<file path="src/verilog/csfpm_regs.svh">
/*
  Constants for the clock switch, fail-safe and power mode controller.
  Assumes inclusion by the package and the design module only.
*/
`ifndef CSFPM_REGS_SVH
`define CSFPM_REGS_SVH
`define CSFPM_SETTLE_CYCLES   4'hA
`define CSFPM_CNT_ONE         4'h1
`define CSFPM_WAKE_CYCLES     2'h2
`define CSFPM_MODE_SLEEP      1'h0
`define CSFPM_MODE_IDLE       1'h1
`define CSFPM_SRC_W           3
`endif

</file>
<file path="src/verilog/csfpm_pkg.sv">
/*
  Types for the clock switch, fail-safe and power mode controller.
  Assumes the constants header sits beside it.
*/
`include "csfpm_regs.svh"
package csfpm_pkg;
  typedef enum logic [2:0] {
    SRC_FRC       = 3'h0,
    SRC_FRC_PLL   = 3'h1,
    SRC_PRI       = 3'h2,
    SRC_PRI_PLL   = 3'h3,
    SRC_SEC       = 3'h4,
    SRC_LOW_POWER_RC_SOURCE      = 3'h5,
    SRC_FRC_DIV16 = 3'h6,
    SRC_FRC_DIVN  = 3'h7
  } csfpm_src_type;

  typedef struct packed {
    logic fast_rc_source;
    logic pri;
    logic sec;
    logic low_power_rc_source;
    logic pll;
  } csfpm_osc_en_type;

  typedef struct packed {
    logic pri_ready;
    logic pll_lock;
    logic new_clk_tick;
    logic osc_fail;
  } csfpm_osc_stat_type;

  typedef enum {
    SW_IDLE,
    SW_START,
    SW_WAIT_READY,
    SW_SETTLE,
    SW_HANDOVER
  } csfpm_sw_state_type;

  typedef enum {
    PM_RUN,
    PM_SLEEP,
    PM_IDLE,
    PM_WAKE
  } csfpm_pm_state_type;
endpackage : csfpm_pkg

</file>
<file path="src/verilog/csfpm_top.sv">
/*
  Clock switch sequencer, fail-safe fallback and Sleep/Idle control.
  Assumes oscillator ready, lock, new-clock tick and failure inputs are
  already synchronous to i_clk; software bits arrive as single-cycle strobes.
*/
`timescale 1ns/10ps
`include "csfpm_regs.svh"
module csfpm_top
(
  input  wire logic                        i_clk,
  input  wire logic                        i_rst,
  input  wire logic                        i_clock_switch_config_fuse,
  input  wire csfpm_pkg::csfpm_src_type    i_initial_source_fuse,
  input  wire logic [1:0]                  i_primary_submode_fuse,
  input  wire logic                        i_new_source_wr,
  input  wire csfpm_pkg::csfpm_src_type    i_new_source_select,
  input  wire logic                        i_switch_request_set,
  input  wire logic                        i_secondary_osc_enable,
  input  wire logic                        i_clock_fail_clear,
  input  wire logic                        i_watchdog_enable,
  input  wire csfpm_pkg::csfpm_osc_stat_type i_osc_stat,
  input  wire logic                        i_power_save_instruction,
  input  wire logic                        i_power_save_operand,
  input  wire logic                        i_wake_interrupt,
  input  wire logic                        i_watchdog_timeout,
  output logic                             o_switch_request_bit,
  output csfpm_pkg::csfpm_src_type         o_current_source_status,
  output csfpm_pkg::csfpm_src_type         o_new_source_select,
  output logic                             o_pll_lock_flag,
  output logic                             o_clock_fail_flag,
  output logic                             o_clock_fail_trap,
  output csfpm_pkg::csfpm_osc_en_type      o_osc_enable,
  output logic [1:0]                       o_primary_submode,
  output logic                             o_cpu_clk_en,
  output logic                             o_periph_clk_en,
  output logic                             o_watchdog_clear,
  output logic                             o_monitor_active
);
  import csfpm_pkg::*;

  csfpm_sw_state_type sw_state_reg;
  csfpm_pm_state_type pm_state_reg;
  csfpm_src_type      cur_reg;
  csfpm_src_type      new_reg;
  logic               req_reg;
  logic [3:0]         settle_reg;
  logic [1:0]         wake_reg;
  logic               sw_enabled;
  logic               monitor_on;
  logic               in_sleep;
  logic               target_ready;
  logic               fail_hit;
  logic               wake_event;
  csfpm_osc_en_type   osc_next;

  // Which physical oscillators a source code needs
  function automatic csfpm_osc_en_type src_needs(input csfpm_src_type s);
    csfpm_osc_en_type e;
    e = '0;
    case (s)
      SRC_FRC, SRC_FRC_DIV16, SRC_FRC_DIVN: e.fast_rc_source = 1'b1;
      SRC_FRC_PLL:
      begin
        e.fast_rc_source = 1'b1;
        e.pll = 1'b1;
      end
      SRC_PRI: e.pri = 1'b1;
      SRC_PRI_PLL:
      begin
        e.pri = 1'b1;
        e.pll = 1'b1;
      end
      SRC_SEC:  e.sec = 1'b1;
      SRC_LOW_POWER_RC_SOURCE: e.low_power_rc_source = 1'b1;
      default:  e = '0;
    endcase
    return e;
  endfunction : src_needs

  function automatic logic uses_pll(input csfpm_src_type s);
    return (s == SRC_FRC_PLL) || (s == SRC_PRI_PLL);
  endfunction : uses_pll

  assign sw_enabled = ~i_clock_switch_config_fuse;
  assign monitor_on = sw_enabled;
  assign in_sleep   = (pm_state_reg == PM_SLEEP);
  assign wake_event = i_wake_interrupt | i_watchdog_timeout;
  assign target_ready = (uses_pll(new_reg) ? i_osc_stat.pll_lock : 1'b1) &&
                        ((new_reg == SRC_PRI || new_reg == SRC_PRI_PLL) ? i_osc_stat.pri_ready : 1'b1);
  assign fail_hit   = monitor_on && !in_sleep && i_osc_stat.osc_fail &&
                      cur_reg != SRC_FRC && cur_reg != SRC_FRC_PLL;

  // New-source field, frozen while a switch runs
  always_ff @(posedge i_clk)
  begin
    if (i_rst)
      new_reg <= SRC_FRC;
    else if (!sw_enabled)
      new_reg <= i_initial_source_fuse;
    else if (i_new_source_wr && sw_state_reg == SW_IDLE && !req_reg)
      new_reg <= i_new_source_select;
  end

  // Switch sequencer
  always_ff @(posedge i_clk)
  begin
    if (i_rst)
    begin
      sw_state_reg <= SW_IDLE;
      req_reg      <= 1'b0;
      settle_reg   <= '0;
      cur_reg      <= SRC_FRC;
    end
    else if (!sw_enabled)
    begin
      sw_state_reg <= SW_IDLE;
      req_reg      <= 1'b0;
      cur_reg      <= i_initial_source_fuse;
    end
    else if (fail_hit)
    begin
      sw_state_reg <= SW_IDLE;
      req_reg      <= 1'b0;
      cur_reg      <= uses_pll(cur_reg) ? SRC_FRC_PLL : SRC_FRC;
    end
    else if (!in_sleep)
    begin
      case (sw_state_reg)
        SW_IDLE:
        begin
          if (i_switch_request_set && !in_sleep)
          begin
            req_reg      <= 1'b1;
            sw_state_reg <= SW_START;
          end
        end
        SW_START:
        begin
          if (cur_reg == new_reg)
          begin
            req_reg      <= 1'b0;
            sw_state_reg <= SW_IDLE;
          end
          else
            sw_state_reg <= SW_WAIT_READY;
        end
        SW_WAIT_READY:
        begin
          settle_reg <= '0;
          if (target_ready)
            sw_state_reg <= SW_SETTLE;
        end
        SW_SETTLE:
        begin
          if (i_osc_stat.new_clk_tick)
          begin
            settle_reg <= settle_reg + `CSFPM_CNT_ONE;
            if (settle_reg + `CSFPM_CNT_ONE == `CSFPM_SETTLE_CYCLES)
              sw_state_reg <= SW_HANDOVER;
          end
        end
        SW_HANDOVER:
        begin
          cur_reg      <= new_reg;
          req_reg      <= 1'b0;
          sw_state_reg <= SW_IDLE;
        end
        default: sw_state_reg <= SW_IDLE;
      endcase
    end
  end

  // Lock and fail flags; failure set wins over software clear
  always_ff @(posedge i_clk)
  begin
    if (i_rst)
    begin
      o_pll_lock_flag   <= 1'b0;
      o_clock_fail_flag <= 1'b0;
      o_clock_fail_trap <= 1'b0;
    end
    else
    begin
      o_clock_fail_trap <= fail_hit;
      if (sw_state_reg == SW_START && cur_reg != new_reg)
        o_pll_lock_flag <= 1'b0;
      else
        o_pll_lock_flag <= i_osc_stat.pll_lock;
      if (monitor_on && !in_sleep && i_osc_stat.osc_fail)
        o_clock_fail_flag <= 1'b1;
      else if (sw_state_reg == SW_START && cur_reg != new_reg)
        o_clock_fail_flag <= 1'b0;
      else if (i_clock_fail_clear)
        o_clock_fail_flag <= 1'b0;
    end
  end

  // Power-save modes
  always_ff @(posedge i_clk)
  begin
    if (i_rst)
    begin
      pm_state_reg     <= PM_RUN;
      wake_reg         <= '0;
      o_watchdog_clear <= 1'b0;
    end
    else
    begin
      o_watchdog_clear <= 1'b0;
      case (pm_state_reg)
        PM_RUN:
        begin
          if (i_power_save_instruction)
          begin
            o_watchdog_clear <= i_watchdog_enable;
            pm_state_reg <= (i_power_save_operand == `CSFPM_MODE_SLEEP) ? PM_SLEEP : PM_IDLE;
          end
        end
        PM_SLEEP:
        begin
          if (wake_event)
            pm_state_reg <= PM_RUN;
        end
        PM_IDLE:
        begin
          wake_reg <= '0;
          if (wake_event)
            pm_state_reg <= PM_WAKE;
        end
        PM_WAKE:
        begin
          wake_reg <= wake_reg + 2'h1;
          if (wake_reg + 2'h1 == `CSFPM_WAKE_CYCLES)
            pm_state_reg <= PM_RUN;
        end
        default: pm_state_reg <= PM_RUN;
      endcase
    end
  end

  // Oscillator enables; previous source drops after handover
  always_comb
  begin
    osc_next = src_needs(cur_reg);
    if (sw_state_reg == SW_WAIT_READY || sw_state_reg == SW_SETTLE || sw_state_reg == SW_HANDOVER)
      osc_next = osc_next | src_needs(new_reg);
    if (i_secondary_osc_enable)
      osc_next.sec = 1'b1;
    if (in_sleep)
    begin
      osc_next.fast_rc_source = 1'b0;
      osc_next.pri = 1'b0;
      osc_next.pll = 1'b0;
      osc_next.low_power_rc_source = i_watchdog_enable;
    end
    else if (i_watchdog_enable || monitor_on)
      osc_next.low_power_rc_source = 1'b1;
  end

  always_ff @(posedge i_clk)
  begin
    if (i_rst)
    begin
      o_osc_enable            <= '0;
      o_switch_request_bit    <= 1'b0;
      o_current_source_status <= SRC_FRC;
      o_new_source_select     <= SRC_FRC;
      o_primary_submode       <= '0;
      o_cpu_clk_en            <= 1'b0;
      o_periph_clk_en         <= 1'b0;
      o_monitor_active        <= 1'b0;
    end
    else
    begin
      o_osc_enable            <= osc_next;
      o_switch_request_bit    <= req_reg & sw_enabled;
      o_current_source_status <= cur_reg;
      o_new_source_select     <= new_reg;
      o_primary_submode       <= i_primary_submode_fuse;
      o_cpu_clk_en            <= (pm_state_reg == PM_RUN);
      o_periph_clk_en         <= !in_sleep;
      o_monitor_active        <= monitor_on && !in_sleep;
    end
  end
endmodule : csfpm_top

</file>
<file path="config.mk">
export PLATFORM = sky130hd
export DESIGN_NAME = csfpm_top
export DESIGN_NICKNAME = d
export VERILOG_FILES = /design/src/verilog/csfpm_pkg.sv /design/src/verilog/csfpm_top.sv
export VERILOG_INCLUDE_DIRS = /design/src /design/src/verilog
export SDC_FILE = /design/constraint.sdc
export NUM_CORES = 1
export LEC_CHECK = 0
export ABC_AREA = 1
export CORE_MARGIN = 1
export CORE_UTILIZATION = 40
export DETAILED_ROUTE_END_ITERATION = 8
export DONT_BUFFER_PORTS = 1
export SLEW_MARGIN = 0
export SYNTH_ARGS = -nofsm -noshare
export SYNTH_HDL_FRONTEND = slang
export SYNTH_SLANG_ARGS = --single-unit
</file>
<file path="constraint.sdc">
create_clock -name i_clk -period 2.1 [get_ports i_clk]
set_input_delay 0.21 -clock i_clk [delete_from_list [all_inputs] [get_ports i_clk]]
set_output_delay 0.21 -clock i_clk [all_outputs]
set_load 0.03 [all_outputs]
</file>
==> metrics.md <==
| Metric | Value |
|---|---|
| Leak Pwr | slightly below 0.9 nW |
| Critical Path AT | approximately 1.6 ns |
| Delay-heaviest family, CP | simple AND/OR/NAND/NOR gates |
| CP max FO | 7 |
| Worst-Margin Slew | 0.7619 ns |
| WL/cell | 12.88 um |
| Setup Skew | 0.006148 ns |
| Pint | 1.374 mW |
| WL final | around 3.8 mm |
| Synth Instances | 238 |
| Diode count | 0 |
| CP Buf/Inv Count | 0 |
| Final period util | 66.60% |
| Cell Chain, Critical Path | nand3_2, nand2_1, nand3_2, nor2_4, o21ai_0, o21ai_0, nor2_1 |
| TritonCTS Buffers | 5 |
| Crit path capture type | register |
| HP Class | in2reg |
| Share of cells above drive strength 1 | 8.571% |
| WHS | 0.01750 ns |
| Net Sw Frac | 29.13% |
| TritonCTS sink count | 39 |
| Rel. slew slack | between 40% and 50% |
| Die width | ~68 um |
| Mapped Area | 1742 um2 |
| Max FFs per register | 5 |
| Fmax | slightly above 0.7 GHz |
| Worst-case vdd ir drop | approximately 0.62 mV |
| Pin count of the biggest net entering global routing | 20 |
| CTS clk-pin slew, worst paths | 0.08 ns |
| Area delta synth->final | 11.64% |
| Core footprint | ~4100 um2 |
| Syn nets | 265 |
| Logic gate share of total power | 14.6% |
| Worst EP required | about 2.3 ns |
| Grt ovf | 0 |
| Syn Area/Cell | 7.318 um2 |
| Vias in the first global route | around 1.3k |
| Initial antenna violation count | 0 |
| Clk pwr share | 38.1% |
| Sw power | about 560 uW |
| 1st-iter DRT viols | 81 |
| I/O pins | 45 |
| Max stage delay cell, worst path | dfxtp_1 |
| Cell Pwr Density | 997.3 nW/um2 |
| Synth Warn # | 0 |
| Sequential power share | a little under half |
| CP Class | reg2reg |
| Die area | around 4600 um2 |
| Outcome | finished clean |
| First-pass GRT wire length | 6.196 mm |
| Floorplan row count | 23 |
| All-Layer GR Usage | 18.28% |
| # fillers | roughly 420 |
| Resize count post-CTS | 0 |
| Die height | between 60 and 70 um |
| Total of max-cap violations | 0 |
| H-tree depth reported by CTS | 2 |
| CTS root buffer | clkbuf_8 |
| Synth unique cells | 31 |
| IO Port Bufs | 0 |
| Placer Congestion | a little over 0.9 |
| Share of the yosys chip area belonging to registers | 44.83% |
| Via count | 1478 |
| Drt first pass iters | 4 |
| Nets | 271 |
| TNS Setup | 0 ns |
| Finish-stage setup viols | 0 |
| Via density per instance | 5.010 |
| DP HPWL | 2.767 mm |
| Drc violations | 0 |
| Unrepaired setup endpoints after global routing | no |
| Detail Route Antenna Nets | 0 |
| CTS tree | done |
| Seq cells post-synth | 39 |
| Initial Util | 42.62% |
| CTS max path bufs | 2 |
| Hold Violations, Final | 0 |
| CP max stage delay | 0.47 ns |
| Clock Latency Late Sink | 0.29 ns |
| Final critical-path required period | 1.399 ns |
| Startpoint types | register |
| Max-slew violation count | 0 |
[cells by family after synthesis]
kind of cell             Yosys count  share of synthesized area [%]
flip-flops                        39                          44.83
adder cells (fa/ha/maj)            3                          2.155
AND/OR/NAND/NOR                  118                          31.97
AO/OA/AOI/OAI                     42                          12.93
buffers and inverters             35                          7.614
XOR/XNOR                           1                         0.5030
[worst register-to-register path: stages (launching register included)]
cell     delay (ns)
dfxtp_1        0.47
nand3_2        0.18
nand2_1        0.11
nand3_2        0.09
nor2_4         0.18
o21ai_0        0.10
o21ai_0        0.08
nor2_1         0.05
[area by class of cell]
| type | count | area (um2) | share of cell area (%) |
|---|---|---|---|
| Multi-Input combinational cell | 164 | 828.3 | 42.60 |
| Sequential cell | 39 | 780.7 | 40.15 |
| Inverter | 32 | 120.1 | 6.178 |
| Clock buffer | 6 | 72.57 | 3.732 |
| Tap cell | 50 | 62.56 | 3.218 |
| Clock inverter | 2 | 60.06 | 3.089 |
| Timing Repair Buffer | 2 | 20.02 | 1.030 |
[power by group through the flow]
stage | logic [mW] | registers [mW] | clock network [mW]
2_1_floorplan | 0.229 | 0.923 | 0
3_3_place_gp | 0.273 | 0.935 | 0
3_5_place_dp | 0.272 | 0.935 | 0
4_1_cts | 0.283 | 0.917 | 0.746
5_1_grt | 0.330 | 0.928 | 0.777
6_report | 0.283 | 0.917 | 0.739
[cell usage in the layout (no fill, tap or decap)]
master,instances
nor3_1,2
o21a_1,1
bufinv_16,2
nand4_4,1
nand2_1,48
a31oi_1,2
clkbuf_8,5
nand2_4,1
nor2_4,2
nand3b_2,1
o21ai_1,1
dfxtp_1,39
or2_0,1
o21ai_2,1
a2bb2oi_1,1
xnor2_1,1
inv_1,31
a211oi_1,1
ha_1,3
nand3b_1,3
dlygate4sd3_1,2
nor3b_1,1
nand3_1,13
clkbuf_1,1
o21ai_0,16
nand4_1,2
a21oi_1,19
nor2_1,36
inv_2,1
nand3_2,2
nand2_2,4
nor2_2,1
[cell usage after synthesis]
| cell | count | area, um2 |
|---|---|---|
| a211oi_1 | 1 | 7.510 |
| nand2_4 | 1 | 11.26 |
| nand4_1 | 2 | 12.51 |
| o21a_1 | 1 | 7.510 |
| inv_2 | 1 | 3.750 |
| buf_2 | 1 | 5.000 |
| o21ai_1 | 1 | 5.000 |
| a2bb2oi_1 | 1 | 8.760 |
| or2_0 | 1 | 6.260 |
| buf_1 | 1 | 3.750 |
| o21ai_2 | 1 | 8.760 |
| nor3_1 | 2 | 10.01 |
| nand2_2 | 4 | 25.02 |
| nor2_4 | 2 | 22.52 |
| clkbuf_1 | 1 | 3.750 |
| a21oi_1 | 19 | 95.09 |
| nand3b_2 | 1 | 11.26 |
| inv_1 | 31 | 116.4 |
| nand4_4 | 1 | 21.27 |
| nand2_1 | 48 | 180.2 |
| nor3b_1 | 1 | 7.510 |
| nand3_2 | 2 | 20.02 |
| a31oi_1 | 2 | 12.51 |
| dfxtp_1 | 39 | 780.8 |
| xnor2_1 | 1 | 8.760 |
| nand3_1 | 13 | 65.06 |
| o21ai_0 | 16 | 80.08 |
| nor2_2 | 1 | 6.260 |
| nor2_1 | 36 | 135.1 |
| nand3b_1 | 3 | 22.52 |
| ha_1 | 3 | 37.54 |
[what timing repair did]
| action | in CTS | in global routing |
|---|---|---|
| endpoints found under the hold margin | 20 | 0 |
| buffers inserted | 0 | 0 |
| hold buffers | 2 | 0 |
[path summary, 6_finish.rpt]
check,startpoint,endpoint,slack [ns],depth (start not counted)
setup / recovery,sw_state_reg[0],settle_reg[1],0.70,7
hold / removal,i_rst,o_periph_clk_en,0.02,1
setup reg to reg,sw_state_reg[0],settle_reg[1],0.70,7
hold reg to reg,req_reg,o_switch_request_bit,0.45,2
[metal layers]
metal | share of wire [%] | track usage [%] | up-vias
met5 | 0 | 0 | -
met4 | 1.2 | 7.813 | 0
met3 | 8.0 | 6.167 | 5
met2 | 43 | 26.47 | 54
met1 | 48 | 24.37 | 649
li1 | - | - | 770
[through the flow]
| step | power, mW | cells | util [%] | area, um2 | setup WS, ns |
|---|---|---|---|---|---|
| 3_5_place_dp | 1.207 | 285 | 43.85 | 1792 | 0.7436 |
| 4_1_cts | 1.946 | 295 | 47.58 | 1944 | 0.7026 |
| 6_report | 1.939 | 295 | 47.58 | 1944 | 0.7013 |
| 2_1_floorplan | 1.152 | 238 | - | 1742 | 0.8907 |
| 5_1_grt | 2.034 | 295 | 47.58 | 1944 | 0.5672 |
| 3_3_place_gp | 1.207 | 285 | 43.85 | 1792 | 0.7241 |
Note: power is estimated with default switching activity, not from simulation.
